==> config.mk <==
export PLATFORM = sky130hd
export DESIGN_NAME = pscs_top
export DESIGN_NICKNAME = d
export VERILOG_FILES = /design/src/pscs_pkg.sv /design/src/pscs_top.sv
export SDC_FILE = /design/constraint.sdc
export NUM_CORES = 1
export LEC_CHECK = 0
export BUFFER_PORTS_ARGS = -buffer_cell sky130_fd_sc_hd__clkbuf_2
export CAP_MARGIN = 40
export CORE_MARGIN = 1.5
export CORE_UTILIZATION = 45
export CTS_CLUSTER_SIZE = 10
export DETAILED_ROUTE_END_ITERATION = 10
export GPL_TIMING_DRIVEN = 0
export MAX_ROUTING_LAYER = met4
export PLACE_DENSITY = 0.7
export SLEW_MARGIN = 10
export SYNTH_ARGS = -nofsm -noshare
export SYNTH_HDL_FRONTEND = slang
export SYNTH_SLANG_ARGS = --single-unit
==> constraint.sdc <==
create_clock -name hclk -period 2.8 [get_ports hclk]
set_clock_uncertainty 0.05 [all_clocks]
set_input_delay 0.28 -clock hclk [delete_from_list [all_inputs] [get_ports hclk]]
set_output_delay 0.28 -clock hclk [all_outputs]
set_load 0.005 [all_outputs]
==> src/pscs_pkg.sv <==
// package for the pll sleep and clock supervision block
// assumes a 32-bit ahb-lite register bus on hclk
package pscs_pkg;
  // register byte offsets
  localparam logic [7:0] PSCS_PLL_CONTROL_ONE = 8'h00;
  localparam logic [7:0] PSCS_PLL_STATUS = 8'h04;
  localparam logic [7:0] PSCS_SYSTEM_CLOCK_CONTROL = 8'h08;
  localparam logic [7:0] PSCS_CLOCK_STATUS_CLEAR = 8'h0C;
  localparam logic [7:0] PSCS_SUPERVISOR_CONTROL = 8'h10;
  // pll_control_one fields
  localparam int PSCS_NDIV_LSB = 0;
  localparam int PSCS_NDIV_W = 7;
  localparam int PSCS_K2_LSB = 8;
  localparam int PSCS_K2_W = 7;
  localparam int PSCS_VCOSEL_BIT = 16;
  localparam int PSCS_INSEL_BIT = 17;
  localparam int PSCS_NACK_BIT = 20;
  localparam int PSCS_VACK_BIT = 21;
  localparam int PSCS_IACK_BIT = 22;
  localparam int PSCS_PWD_BIT = 24;
  // pll_status fields
  localparam int PSCS_NRDY_BIT = 0;
  localparam int PSCS_VRDY_BIT = 1;
  localparam int PSCS_IRDY_BIT = 2;
  localparam int PSCS_ASLEEP_BIT = 3;
  localparam int PSCS_SEEN_BIT = 4;
  localparam int PSCS_LOCK_BIT = 5;
  // system_clock_control fields
  localparam int PSCS_NORMAL_CLOCK_SELECT_LSB = 0;
  localparam int PSCS_EMSEL_LSB = 4;
  localparam int PSCS_SEL_W = 2;
  localparam int PSCS_EMFLAG_BIT = 8;
  localparam int PSCS_MUX_LSB = 12;
  // supervisor_control fields
  localparam int PSCS_OSCILLATOR_SUPERVISOR_EN_BIT = 0;
  localparam int PSCS_LOCKDET_EN_BIT = 1;
  // reset values
  localparam logic [31:0] PSCS_PLL_CTRL_RST = 32'h0000_0000;
  localparam logic [1:0] PSCS_EMSEL_RST = 2'h1;
  // oscillator watchdog: low-power reference clocks counted per window
  // of supervised input; reaching the limit means input below 300 kHz
  localparam int PSCS_OSC_FAIL_KHZ = 300;
  localparam int PSCS_REF_KHZ = 10000;
  localparam int PSCS_REF_PER_FAIL = PSCS_REF_KHZ / PSCS_OSC_FAIL_KHZ;
  localparam logic [7:0] PSCS_REF_LIMIT = 8'(PSCS_REF_PER_FAIL);
  typedef enum logic [1:0] {PSCS_AWAKE, PSCS_GOING, PSCS_ASLEEP} pscs_sleep_t;
endpackage : pscs_pkg

==> src/pscs_top.sv <==
// pll sleep, divider handshakes and oscillator watchdog emergency switch
// assumes single ahb-lite master; pll-side pins come from other clocks
//
// The AHB-Lite slave port and the register offsets are this design's own decisions.
`timescale 1ns/10ps
module pscs_top (
  input wire logic hclk,
  input wire logic hresetn,
  input wire logic hsel,
  input wire logic [31:0] haddr,
  input wire logic [1:0] htrans,
  input wire logic hwrite,
  input wire logic [2:0] hsize,
  input wire logic [31:0] hwdata,
  input wire logic hready,
  output logic [31:0] hrdata,
  output logic hreadyout,
  output logic hresp,
  // pll analog side
  output logic [6:0] pll_ndiv,
  output logic [6:0] pll_k2div,
  output logic pll_vco_sel,
  output logic pll_in_sel,
  output logic pll_power_down_req,
  output logic pll_sleep_async,
  input wire logic pll_k2_clk_level,
  input wire logic pll_old_clk_alive,
  input wire logic pll_new_clk_alive,
  input wire logic pll_lock,
  input wire logic osc_in_level,
  input wire logic low_power_ref_level,
  input wire logic osc_seen_good,
  output logic [1:0] master_clock_mux,
  output logic oscillator_supervisor_en,
  output logic lock_detect_en
);
  // ---------------------------------------------------------------
  // bus slave
  // ---------------------------------------------------------------
  logic wr_pend;
  logic [7:0] wr_addr;
  logic rd_pend;
  logic [7:0] rd_addr;
  logic [31:0] ctrl;
  logic [1:0] clk_sel;
  logic [1:0] em_sel;
  logic em_flag;
  logic [1:0] sup_en;
  logic [2:0] rdy;
  logic [2:0] pend;
  pscs_pkg::pscs_sleep_t sleep_st;
  logic [5:0] sync1;
  logic [5:0] sync2;
  logic [5:0] sync3;
  logic [31:0] next_ctrl;
  logic wr_ctrl;
  logic status_clr;
  logic emergency;
  wire logic take = hsel && hready && htrans[1];

  assign hreadyout = 1'b1;
  assign hresp = 1'b0;

  always_ff @(posedge hclk or negedge hresetn) begin
    if (!hresetn) begin
      wr_pend <= 1'b0;
      rd_pend <= 1'b0;
      wr_addr <= 8'h00;
      rd_addr <= 8'h00;
    end else begin
      wr_pend <= take && hwrite;
      rd_pend <= take && !hwrite;
      wr_addr <= haddr[7:0];
      rd_addr <= haddr[7:0];
    end
  end

  assign wr_ctrl = wr_pend && wr_addr == pscs_pkg::PSCS_PLL_CONTROL_ONE;
  assign status_clr = wr_pend &&
    wr_addr == pscs_pkg::PSCS_CLOCK_STATUS_CLEAR &&
    hwdata[pscs_pkg::PSCS_EMFLAG_BIT];
  assign next_ctrl = wr_ctrl ? hwdata : ctrl;

  always_ff @(posedge hclk or negedge hresetn) begin
    if (!hresetn) begin
      ctrl <= pscs_pkg::PSCS_PLL_CTRL_RST;
    end else begin
      ctrl <= next_ctrl;
    end
  end

  always_ff @(posedge hclk or negedge hresetn) begin
    if (!hresetn) begin
      clk_sel <= 2'h0;
      em_sel <= pscs_pkg::PSCS_EMSEL_RST;
      sup_en <= 2'h0;
    end else if (wr_pend) begin
      if (wr_addr == pscs_pkg::PSCS_SYSTEM_CLOCK_CONTROL) begin
        clk_sel <= hwdata[pscs_pkg::PSCS_NORMAL_CLOCK_SELECT_LSB +: pscs_pkg::PSCS_SEL_W];
        em_sel <= hwdata[pscs_pkg::PSCS_EMSEL_LSB +: pscs_pkg::PSCS_SEL_W];
      end else if (wr_addr == pscs_pkg::PSCS_SUPERVISOR_CONTROL) begin
        sup_en <= hwdata[1:0];
      end
    end
  end

  // ---------------------------------------------------------------
  // pin synchronisers: k2 clock, alive flags, lock, osc, reference
  // ---------------------------------------------------------------
  always_ff @(posedge hclk or negedge hresetn) begin
    if (!hresetn) begin
      sync1 <= 6'h00;
      sync2 <= 6'h00;
      sync3 <= 6'h00;
    end else begin
      sync1 <= {low_power_ref_level, osc_in_level, pll_lock,
                pll_new_clk_alive, pll_old_clk_alive, pll_k2_clk_level};
      sync2 <= sync1;
      sync3 <= sync2;
    end
  end
  wire logic k2_edge = sync2[0] && !sync3[0];
  wire logic both_alive = sync2[1] && sync2[2];
  wire logic osc_edge = sync2[4] && !sync3[4];
  wire logic ref_edge = sync2[5] && !sync3[5];

  // ---------------------------------------------------------------
  // handshakes: n divider, vco mux, input mux
  // ---------------------------------------------------------------
  logic [2:0] changed;
  logic [2:0] ackbit;
  assign changed[0] = wr_ctrl && hwdata[pscs_pkg::PSCS_NDIV_LSB +:
    pscs_pkg::PSCS_NDIV_W] != ctrl[pscs_pkg::PSCS_NDIV_LSB +:
    pscs_pkg::PSCS_NDIV_W];
  assign changed[1] = wr_ctrl && hwdata[pscs_pkg::PSCS_VCOSEL_BIT] !=
    ctrl[pscs_pkg::PSCS_VCOSEL_BIT];
  assign changed[2] = wr_ctrl && hwdata[pscs_pkg::PSCS_INSEL_BIT] !=
    ctrl[pscs_pkg::PSCS_INSEL_BIT];
  assign ackbit = {ctrl[pscs_pkg::PSCS_IACK_BIT],
    ctrl[pscs_pkg::PSCS_VACK_BIT], ctrl[pscs_pkg::PSCS_NACK_BIT]};

  genvar gi;
  generate
    for (gi = 0; gi < 3; gi++) begin : g_hs
      // asleep: config is preset, so ready needs no handshake
      wire logic asleep = sleep_st == pscs_pkg::PSCS_ASLEEP;
      // mux channels (1, 2) complete only with both clocks running
      wire logic can_go = (gi == 0) || both_alive;
      always_ff @(posedge hclk or negedge hresetn) begin
        if (!hresetn) begin
          rdy[gi] <= 1'b1;
          pend[gi] <= 1'b0;
        end else if (changed[gi] && !asleep) begin
          rdy[gi] <= 1'b0;
          pend[gi] <= 1'b1;
        end else if (asleep) begin
          rdy[gi] <= 1'b1;
          pend[gi] <= 1'b0;
        end else if (pend[gi] && ackbit[gi] && can_go) begin
          rdy[gi] <= 1'b1;
          pend[gi] <= 1'b0;
        end
      end
    end
  endgenerate

  // ndiv, vco and input mux values follow only on handshake completion, or at once asleep
  always_ff @(posedge hclk or negedge hresetn) begin
    if (!hresetn) begin
      pll_ndiv <= 7'h00;
      pll_vco_sel <= 1'b0;
      pll_in_sel <= 1'b0;
      pll_k2div <= 7'h00;
    end else begin
      if (sleep_st == pscs_pkg::PSCS_ASLEEP ||
          (pend[0] && ackbit[0])) begin
        pll_ndiv <= ctrl[pscs_pkg::PSCS_NDIV_LSB +: pscs_pkg::PSCS_NDIV_W];
      end
      if (sleep_st == pscs_pkg::PSCS_ASLEEP ||
          (pend[1] && ackbit[1] && both_alive)) begin
        pll_vco_sel <= ctrl[pscs_pkg::PSCS_VCOSEL_BIT];
      end
      if (sleep_st == pscs_pkg::PSCS_ASLEEP ||
          (pend[2] && ackbit[2] && both_alive)) begin
        pll_in_sel <= ctrl[pscs_pkg::PSCS_INSEL_BIT];
      end
      // k2 has no handshake; frozen only while shutdown is in flight
      if (sleep_st != pscs_pkg::PSCS_GOING) begin
        pll_k2div <= ctrl[pscs_pkg::PSCS_K2_LSB +: pscs_pkg::PSCS_K2_W];
      end
    end
  end

  // ---------------------------------------------------------------
  // pll sleep
  // ---------------------------------------------------------------
  wire logic pwd_bit = ctrl[pscs_pkg::PSCS_PWD_BIT];
  always_ff @(posedge hclk or negedge hresetn) begin
    if (!hresetn) begin
      sleep_st <= pscs_pkg::PSCS_AWAKE;
    end else begin
      case (sleep_st)
        pscs_pkg::PSCS_AWAKE: begin
          if (pwd_bit) begin
            sleep_st <= pscs_pkg::PSCS_GOING;
          end
        end
        pscs_pkg::PSCS_GOING: begin
          if (!pwd_bit) begin
            sleep_st <= pscs_pkg::PSCS_AWAKE;
          end else if (k2_edge) begin
            sleep_st <= pscs_pkg::PSCS_ASLEEP;
          end
        end
        default: begin
          if (!pwd_bit) begin
            sleep_st <= pscs_pkg::PSCS_AWAKE;
          end
        end
      endcase
    end
  end
  assign pll_power_down_req = pwd_bit;
  // wakeup: drop sleep combinationally as soon as the bit clears
  assign pll_sleep_async = pwd_bit &&
    sleep_st == pscs_pkg::PSCS_ASLEEP;

  // ---------------------------------------------------------------
  // oscillator watchdog and emergency mux
  // ---------------------------------------------------------------
  logic [7:0] ref_cnt;
  logic osc_low;
  always_ff @(posedge hclk or negedge hresetn) begin
    if (!hresetn) begin
      ref_cnt <= 8'h00;
      osc_low <= 1'b0;
    end else if (osc_edge) begin
      ref_cnt <= 8'h00;
      osc_low <= 1'b0;
    end else if (ref_edge && ref_cnt != pscs_pkg::PSCS_REF_LIMIT) begin
      ref_cnt <= ref_cnt + 8'h01;
    end else if (ref_cnt == pscs_pkg::PSCS_REF_LIMIT) begin
      osc_low <= 1'b1;
    end
  end
  logic osc_seen_good_s1;
  logic osc_seen_good_s;
  assign emergency = osc_low && sup_en[pscs_pkg::PSCS_OSCILLATOR_SUPERVISOR_EN_BIT] &&
    osc_seen_good_s;
  always_ff @(posedge hclk or negedge hresetn) begin
    if (!hresetn) begin
      osc_seen_good_s1 <= 1'b0;
      osc_seen_good_s <= 1'b0;
    end else begin
      osc_seen_good_s1 <= osc_seen_good;
      osc_seen_good_s <= osc_seen_good_s1;
    end
  end
  // set wins over a clear in the same cycle
  always_ff @(posedge hclk or negedge hresetn) begin
    if (!hresetn) begin
      em_flag <= 1'b0;
    end else if (emergency) begin
      em_flag <= 1'b1;
    end else if (status_clr) begin
      em_flag <= 1'b0;
    end
  end
  always_ff @(posedge hclk or negedge hresetn) begin
    if (!hresetn) begin
      master_clock_mux <= 2'h0;
    end else begin
      master_clock_mux <= em_flag ? em_sel : clk_sel;
    end
  end
  assign oscillator_supervisor_en = sup_en[pscs_pkg::PSCS_OSCILLATOR_SUPERVISOR_EN_BIT];
  assign lock_detect_en = sup_en[pscs_pkg::PSCS_LOCKDET_EN_BIT];

  // ---------------------------------------------------------------
  // read mux
  // ---------------------------------------------------------------
  always_ff @(posedge hclk or negedge hresetn) begin
    if (!hresetn) begin
      hrdata <= 32'h0000_0000;
    end else if (take && !hwrite) begin
      if (haddr[7:0] == pscs_pkg::PSCS_PLL_CONTROL_ONE) begin
        hrdata <= next_ctrl;
      end else if (haddr[7:0] == pscs_pkg::PSCS_PLL_STATUS) begin
        hrdata <= {26'h0, sync2[3], osc_seen_good_s,
          sleep_st == pscs_pkg::PSCS_ASLEEP, rdy};
      end else if (haddr[7:0] == pscs_pkg::PSCS_SYSTEM_CLOCK_CONTROL) begin
        hrdata <= {18'h0, master_clock_mux, 3'h0, em_flag, 2'h0, em_sel,
          2'h0, clk_sel};
      end else if (haddr[7:0] == pscs_pkg::PSCS_SUPERVISOR_CONTROL) begin
        hrdata <= {30'h0, sup_en};
      end else begin
        hrdata <= 32'h0000_0000;
      end
    end
  end
  wire logic unused_ok = rd_pend ^ (|rd_addr) ^ (|hsize);
endmodule : pscs_top
==> results.toml, run 1 <==
[sta]
setup-violations-final = 0
max_freq_mhz = 392
finalMaxSlewViolations = 0
finalSetupTns_ns = 0
slew_headroom_pct = 46.7
rsz0062_at_grt = "false"
tightest_slew_ns = 0.794
final_hold_viol_count = 0
timing.final.crit_share_pct = 91.2
setup_slack_ns = 0.247
min_period_ns = 2.55

[worst_setup_path]
critPathMaxFanout = 10
r2r_setup_slack_ns = 0.25
startpoint = "wr_addr[3]"
required_ns = 3.04
critPathKind = "flip-flop to flip-flop"
worstPathArrival_ns = 2.79
crit_path_start_kind = "flip-flop"
reg2reg_from = "wr_addr[3]"
cp_slowest_stage_delay_ns = 0.59
cp_cell_sequence = "or4_1, nor3_4, buf_2, mux2_2, a22o_1"
setup.worst_path.end_class = "flip-flop"
crit_path_top_delay_cell = "or4_1"

[global_route]
antenna_found_initial = 0
grt_pass1_wl_mm = 17.5
grt_remaining_overflow = 0
grt_pass1_vias = 3522
grt_max_degree = 78
grt_usage_pct = 20.5

[layout]
fill_cells = 905
area_delta_synth_final_pct = 28.8
num_antenna_cells = 0
final_core_util_pct = 60.1
nets = 583
drive_gt1_share_pct = 38.8

[floorplanning]
start_util_pct = 46.6
core_area_sq_um = 11000
ioPinCount = 137
die_x_um = 110
die-area_sq_um = 12000
num_rows = 38
die_h_um = 110

[place]
pre_cts_slack_ns = 0.0385
port_buffers = 106
hpwl_mm = 7.68
place_congestion = 0.827

[logic_synthesis]
synthXorXnorAreaFrac_pct = 2.74
synthAdderAreaFrac_pct = 0.489
synth-edff-count = 0
synth-compound-area-share_pct = 9.04
async_flop_share_pct = 100
yosysWarnings = 0
synth.distinct_cells = 47
synth_seq_cells = 132
synth_ff_type = "dfrtp_1"
synth_top_family_by_area = "multiplexers"
syn_nets = 443
synth_simple_gate_area_share_pct = 8.57
syn_avg_cell_area_sq_um = 14.2
ys_seq_area_share_pct = 64.6
synthCells = 360
netlist_area_sq_um = 5120
muxShareOfSynthArea_pct = 12.6

[routing]
drt_iter0_drc = 130
wirelength_met1_mm = 4.82
final_antenna_net_count = 0
wl_met2_mm = 5.41
routed-via-count = 3407
viasPerCell = 5.22
wirelength_mm = 10.9
wl_per_cell_um = 16.7
firstDrtPassIters = 5
top_layer_used = "met4"
wl_met3_um = 529
drcViolationCount = 0

[clock_tree]
clk_path_buf_depth = 2
cts.sinks = 132
clkLatencyLatePin_ns = 0.41
cts_max_level = 4
numCtsBuffers = 17
ctsRootBufferMaster = "clkbuf_16"
clkTransAtPathRegs_ns = 0.05
cts_setup_buffers = 0
cts_tree = "built"

[worst_hold_path]
hp-start = "haddr[3]"
hp-class = "input port to flip-flop"

[job]
maxCapViolCount = 0

[power]
p_leak_uw = 0.00332
powerDensity_nw_per_um2 = 659
ir_worst_vdd_v = 0.000478

[status]
status = "complete, no violations"
worst paths after layout:
kind                         endpoint  cells past startpoint
max                        hrdata[24]                      5
min                        wr_addr[3]                      1
max reg2reg                hrdata[24]                      5
min reg2reg                  sync2[1]                      0
max in group asynchronous  clk_sel[1]                      3
min in group asynchronous  ref_cnt[0]                      2
routing by layer:
| layer | up-vias | global-route usage (%) |
|---|---|---|
| li1 | 1588 | - |
| met1 | 1705 | 26.2 |
| met2 | 99 | 30.8 |
| met3 | 15 | 5.69 |
| met4 | 0 | 8.26 |
| met5 | - | - |
sequential cells by signal, indices dropped and copies added, names as in the netlist, 2 cells and up:
| register | count |
|---|---|
| ctrl | 32 |
| hrdata | 32 |
| ref_cnt | 8 |
| wr_addr | 8 |
| pll_k2div | 7 |
| pll_ndiv | 7 |
| sync1 | 6 |
| sync2 | 6 |
| pend | 3 |
| rdy | 3 |
| sync3 | 3 |
| clk_sel | 2 |
| em_sel | 2 |
| master_clock_mux | 2 |
| sleep_st | 2 |
| sup_en | 2 |
layout by cell type, fill, tap and decap left out, drive strengths merged, types with 3 or more instances in the layout:
| cell type | instances |
|---|---|
| nor3 | 4 |
| nand3 | 5 |
| o211ai | 3 |
| or4b | 3 |
| clkbuf | 147 |
| a221o | 4 |
| xor2 | 7 |
| nor2b | 10 |
| nand2 | 7 |
| a21o | 3 |
| buf | 7 |
| inv | 5 |
| o21a | 3 |
| and2 | 3 |
| o21ai | 4 |
| mux2 | 56 |
| nor3b | 3 |
| a21oi | 6 |
| dlygate4sd3 | 14 |
| nor2 | 11 |
| xnor2 | 9 |
| dfrtp | 128 |
| dfstp | 4 |
| nand4 | 9 |
| a22o | 26 |
through the flow:
stage / cells / total power, uW / cell area [sq um] / hold WS, ns
global route: 653 / 4520 / 6600 / 0.0415
global placement: 606 / 2210 / 5830 / 0.282
detailed placement: 607 / 2230 / 5860 / 0.223
finish: 653 / 4350 / 6600 / 0.0453
floorplan: 360 / 2100 / 5120 / -0.0656
CTS: 653 / 4400 / 6590 / 0.0258
critical path: cells and delay by family (launching register included):
kind	cells	cell delay, ns
buffers and inverters	1	0.36
multiplexers	1	0.40
AO/OA/AOI/OAI	1	0.21
AND/OR/NAND/NOR	2	1.02
flip-flops	1	0.39
report_power, final:
group	switching [uW]	leakage (uW)	internal [uW]
sequential	30.5	0.00173	1970
combinational	114	0.00131	99.0
clock	733	0.000291	1410
logic make-up after synthesis:
kind of cell | Yosys count
buffers and inverters | 22
flip-flops | 132
multiplexers | 56
AO/OA/AOI/OAI | 59
adder cells (fa/ha/maj) | 2
other | 2
AND/OR/NAND/NOR | 71
XOR/XNOR | 16
synth_stat cells, drive strengths merged, types with 3 or more instances:
master	instances	share of area (%)
dfrtp	128	63
nand3	5	0.49
a21o	3	0.44
nor3	4	0.49
nand2	7	0.51
nor2	11	0.81
a21oi	6	0.59
a221o	4	0.78
nor2b	10	1.2
inv	5	0.37
xor2	7	1.2
nor3b	3	0.44
nand4	9	1.1
clkbuf	11	0.81
xnor2	9	1.5
mux2	56	13
dfstp	4	2.1
and2	3	0.37
buf	6	0.66
o21ai	4	0.39
o211ai	3	0.44
o21a	3	0.44
a22o	26	4.4
or4b	3	0.73
timing repair:
item | in CTS | in global routing
setup endpoints to repair | 0 | 23
gates resized for setup | 0 | 1
endpoints found under the hold margin | 66 | 0
hold buffers | 14 | 0
layout make-up:
cell class	count	area [sq um]	area share (%)
Buffer	17	75.1	1.14
Clock buffer	30	554	8.40
Clock inverter	2	35.0	0.531
Inverter	5	18.8	0.284
Multi-Input combinational cell	206	1730	26.2
Sequential cell	132	3310	50.1
Tap cell	140	175	2.65
Timing Repair Buffer	121	707	10.7
No activity file was read; power rests on OpenSTA's default activity.
==> inputs of run 2 (changes only) <==
- CELL_PAD_IN_SITES_DETAIL_PLACEMENT: default -> 1
- CELL_PAD_IN_SITES_GLOBAL_PLACEMENT: default -> 1
- CORE_UTILIZATION: 45 -> 42
- PLACE_DENSITY: 0.7 -> default
- PLACE_DENSITY_LB_ADDON: default -> 0.1
==> run 2 against run 1 <==
Against the previous run: non-clock buffer count up 1; global-route usage grew 0.49 points; setup slack better by 0.041 ns; power shrank 3.9%; combinational power about the same; maximum frequency rose by 1.6%; die area rose by 6.9%; flip-flop and latch count is the same; register-to-register slack improved by 0.04 ns; clock-buffer cell count shrank 4; final area shrank 0.83%; worst hold slack better by 0.0095 ns.
==> results.toml, run 2 (same netlist as run 1, synthesis figures left out) <==
[status]
status = "complete, no violations"

[global_route]
grt_remaining_overflow = 0
grt_pass1_wl_mm = 19.8
antenna_found_initial = 0
grt_max_degree = 68
grt_pass1_vias = 3822
grt_usage_pct = 20.9

[clock_tree]
cts_max_level = 4
ctsRootBufferMaster = "clkbuf_16"
clk_path_buf_depth = 2
cts.sinks = 132
clkLatencyLatePin_ns = 0.41
numCtsBuffers = 17
cts_setup_buffers = 0
clkTransAtPathRegs_ns = 0.05
cts_tree = "built"

[power]
switching_share_pct = 21.7
ir_worst_vdd_v = 0.000412
powerDensity_nw_per_um2 = 639
p_sw_uw = 908
p_seq_share_pct = 47.7
p_leak_uw = 0.00330
clkPwrFrac_pct = 47.1
p_int_uw = 3280
p_comb_share_pct = 5.1

[worst_hold_path]
hold_depth = 1
hp-class = "input port to flip-flop"

[floorplanning]
start_util_pct = 42.8
core_area_sq_um = 12000
die_h_um = 113
num_rows = 40
die-area_sq_um = 12900
ioPinCount = 137
die_x_um = 113

[layout]
final_cell_mix = "dfrtp_1, clkbuf_2, mux2_2"
area_delta_synth_final_pct = 27.8
nets = 584
stdcell_area_sq_um = 6550
num_antenna_cells = 0
final_common_cell = "dfrtp_1"
final_core_util_pct = 54.7
reg_top3 = "ctrl x32, hrdata x32"
drive_gt1_share_pct = 38.8

[routing]
wl_per_cell_um = 18.1
wirelength_mm = 11.9
routed-via-count = 3466
viasPerCell = 5.25
final_antenna_net_count = 0
firstDrtPassIters = 4
drt_iter0_drc = 138
drcViolationCount = 0

[place]
hpwl_mm = 8.28
place_area_sq_um = 5880
port_buffers = 106
place_congestion = 0.792

[worst_setup_path]
cp_cell_sequence = "or4_1, nor3_2, buf_4, buf_2, mux2_2, a22o_1"
critPathMaxFanout = 10
critPathTopFamily = "simple AND/OR/NAND/NOR gates"
worstRegToRegCells = 6
crit_path_start_kind = "flip-flop"
crit_path_top_delay_cell = "or4_1"
cp.depth = 6
worstPathArrival_ns = 2.76
critPathKind = "flip-flop to flip-flop"
cp_slowest_stage_delay_ns = 0.57
setup.worst_path.end_class = "flip-flop"
crit_buf_inv = 2
required_ns = 3.04

[sta]
timing.final.crit_share_pct = 89.7
finalMaxSlewViolations = 0
setup-violations-final = 0
max_freq_mhz = 398
final_hold_viol_count = 0
tightest_slew_ns = 0.818
min_period_ns = 2.51
rsz0062_at_grt = "false"
hold_ws_ns = 0.0548
slew_headroom_pct = 45.0

[job]
maxCapViolCount = 0
[run 2: path summary, 6_finish.rpt]
kind,startpoint,endpoint,slack (ns)
worst max-delay path,wr_addr[3],hrdata[24],0.29
worst max register to register,wr_addr[3],hrdata[24],0.29
max in group asynchronous,hresetn,rdy[2],1.58
min in group asynchronous,hresetn,wr_pend,0.37
worst min register to register,sync1[1],sync2[1],0.29
worst min-delay path,haddr[2],wr_addr[2],0.05
[run 2: what timing repair did]
item	in CTS	in global routing
endpoints found under the hold margin	77	0
gates resized for setup	0	0
hold buffers	14	0
[run 2: area by class of cell]
type	instances	area, sq um
Fill cell	1230	5420
Sequential cell	132	3310
Multi-Input combinational cell	206	1720
Timing Repair Buffer	122	714
Clock buffer	26	499
Tap cell	147	184
Buffer	17	75.1
Clock inverter	5	25.0
Inverter	5	18.8
[run 2: per-layer routing]
layer | wire length [um] | GRT usage, %
met1 | 5330 | 26.0
met2 | 5950 | 33.4
met3 | 516 | 5.58
met4 | 158 | 7.50
met5 | 0 | -
[run 2: power groups by stage]
| stage | Combinational, uW | Sequential (uW) | Clock (uW) |
|---|---|---|---|
| after floorplan | 80.6 | 2020 | 0 |
| after global placement | 192 | 2030 | 0 |
| after detailed placement | 204 | 2030 | 0 |
| after CTS | 220 | 2000 | 2020 |
| after global routing | 243 | 2000 | 2090 |
| final | 215 | 2000 | 1970 |
[run 2: worst reg2reg max path, stage by stage (launching register included)]
cell and delay, ns:
dfrtp_1 0.40, or4_1 0.57, nor3_2 0.24, buf_4 0.25
buf_2 0.31, mux2_2 0.39, a22o_1 0.21
[run 2: per-stage QoR]
step / power, uW / TNS (ns) / cells / setup WS (ns)
finish: 4180 / 0 / 660 / 0.287
global route: 4340 / 0 / 660 / 0.157
CTS: 4240 / 0 / 660 / 0.233
detailed placement: 2230 / 0 / 615 / 0.262
global placement: 2220 / -85.74 / 613 / -0.675
floorplan: 2100 / 0 / 360 / 0.552
==> inputs of run 3 (changes only) <==
- CORE_UTILIZATION: 42 -> 30
- MAX_ROUTING_LAYER: met4 -> default
==> run 3 against run 2 <==
Against the previous run: via count is 0.69% lower; register-to-register slack got worse by 0.02 ns; setup slack worse by 0.024 ns; clock-buffer cell count decreased by 7; critical endpoint is now hrdata[1]; final cell count up 11%.
==> results.toml, run 3 (same netlist as run 1, synthesis figures left out) <==
[worst_hold_path]
hold_depth = 1
hp-class = "input port to flip-flop"
hold-path-endpoint = "wr_addr[3]"
hp-start = "haddr[3]"

[worst_setup_path]
required_ns = 3.05
cp_cell_sequence = "dlygate4sd3_1, clkbuf_2, or4_1, nor3_1, a221oi_1, a221o_1"
worstRegToRegCells = 6
r2r_end = "hrdata[16]"
critPathKind = "input port to flip-flop"
crit_path_top_delay_cell = "nor3_1"
setup.worst_path.end_class = "flip-flop"
critPathMaxFanout = 6
reg2reg_from = "wr_addr[3]"
cp_slowest_stage_delay_ns = 0.72
r2r_setup_slack_ns = 0.27
worstPathArrival_ns = 2.79
crit_path_start_kind = "input port"

[place]
port_buffers = 106
place_area_sq_um = 5970
dpl.cell_count = 688
place_congestion = 0.736
pre_cts_slack_ns = 0.249
hpwl_mm = 9.03

[power]
clkPwrFrac_pct = 53.5
p_seq_share_pct = 41.9
switching_share_pct = 20.7
p_sw_uw = 986
p_leak_uw = 0.00336
powerDensity_nw_per_um2 = 701
p_comb_share_pct = 4.6
ir_worst_vdd_v = 0.000451
p_int_uw = 3780

[layout]
stdcell_area_sq_um = 6790
reg_top3 = "ctrl x32, hrdata x32"
fill_cells = 1741
drive_gt1_share_pct = 39.9
area_delta_synth_final_pct = 32.6
num_antenna_cells = 0
nets = 584
final_common_cell = "dfrtp_1"
final-instance-count-excl-fill = 734
final_cell_mix = "dfrtp_1, clkbuf_2, mux2_2"

[sta]
min_period_ns = 2.54
timing.final.crit_share_pct = 90.6
setup-violations-final = 0
finalMaxSlewViolations = 0
setup_slack_ns = 0.264
max_freq_mhz = 394
tightest_slew_ns = 0.907
hold_ws_ns = 0.0405
final_hold_viol_count = 0
finalSetupTns_ns = 0
slew_headroom_pct = 39.1
rsz0062_at_grt = "false"

[global_route]
grt_max_degree = 85
antenna_found_initial = 0
grt_pass1_wl_mm = 21.1
grt_remaining_overflow = 0
grt_usage_pct = 15.6
grt_pass1_vias = 3873

[clock_tree]
clkLatencyLatePin_ns = 0.42
cts_max_level = 4
numCtsBuffers = 17
clk_path_buf_depth = 2
clkTransAtPathRegs_ns = 0.06
ctsRootBufferMaster = "clkbuf_16"
cts_tree = "built"
cts_setup_buffers = 0
cts.sinks = 132

[routing]
routed-via-count = 3442
wirelength_mm = 12.9
final_antenna_net_count = 0
firstDrtPassIters = 4
drt_iter0_drc = 103
drcViolationCount = 0
viasPerCell = 4.69
wl_per_cell_um = 17.6

[job]
maxCapViolCount = 0

[floorplanning]
die_x_um = 134
start_util_pct = 30.8
num_rows = 47
die_h_um = 134
die-area_sq_um = 17900
ioPinCount = 137
core_area_sq_um = 16600

[status]
status = "complete, no violations"
-- run 3: cell count changes in the layout (fill, tap and decap cells not counted) --
cell / previous run / this run
clkinv_4: 0 / 1
bufinv_16: 0 / 6
clkbuf_8: 5 / 3
inv_6: 0 / 1
clkinvlp_4: 0 / 2
clkbuf_1: 16 / 11
clkinv_2: 5 / 3
-- run 3: power by group through the flow --
stage	Clock [uW]	Sequential, uW	Combinational, uW
after floorplan	0	2020	80.6
after global placement	0	2030	197
after detailed placement	0	2030	209
after CTS	2610	2000	226
after global routing	2700	2000	246
final	2550	2000	219
-- run 3: worst max-delay path by stage --
| stage | slack [ns] | start | cells after the start | endpoint |
|---|---|---|---|---|
| 5_1_grt | 0.06 | haddr[1] | 7 | hrdata[4] |
| 3_5_place_dp | 0.25 | wr_addr[3] | 6 | hrdata[6] |
| 2_1_floorplan | 0.55 | wr_addr[5] | 5 | hrdata[10] |
| 6_report | 0.26 | haddr[4] | 6 | hrdata[1] |
| 4_1_cts | 0.22 | wr_addr[3] | 6 | hrdata[16] |
| 3_3_place_gp | -0.80 | hresetn | 1 | sync1[1] |
-- run 3: worst max-delay path: cells and delay by family --
kind	cells	cell delay [ns]
AOI/OAI and AO/OA	2	0.52
and+or+nand+nor	2	1.29
buffers and inverters	2	0.70
-- run 3: layout make-up --
type                       count  area, sq um  area share, %
sequential                   132         3310           48.7
multi-input combinational    206         1720           25.3
timing repair buffer         122          714           10.5
clock buffer                  19          453           6.67
tap                          220          275           4.05
clock inverter                13          228           3.35
buffer                        17         75.1           1.11
inverter                       5         18.8          0.276
-- run 3: timing repair --
item / CTS / global route
setup endpoints to repair: 0 / 0
endpoints found under the hold margin: 61 / 0
hold buffers: 14 / 0
gates resized for setup: 0 / 0
-- run 3: layer usage --
| metal | global-route usage (%) | wire length (um) | vias up |
|---|---|---|---|
| met4 | 5.98 | 224 | 0 |
| met2 | 25.0 | 6220 | 76 |
| met1 | 19.5 | 5650 | 1760 |
| li1 | - | - | 1588 |
| met5 | 0 | 0 | - |
| met3 | 5.37 | 795 | 18 |
-- run 3: through the flow --
stage | total power, uW | util (%)
5_1_grt | 4950 | 40.8
2_1_floorplan | 2100 | -
3_5_place_dp | 2240 | 35.9
6_report | 4760 | 40.8
3_3_place_gp | 2230 | 35.6
4_1_cts | 4840 | 40.8
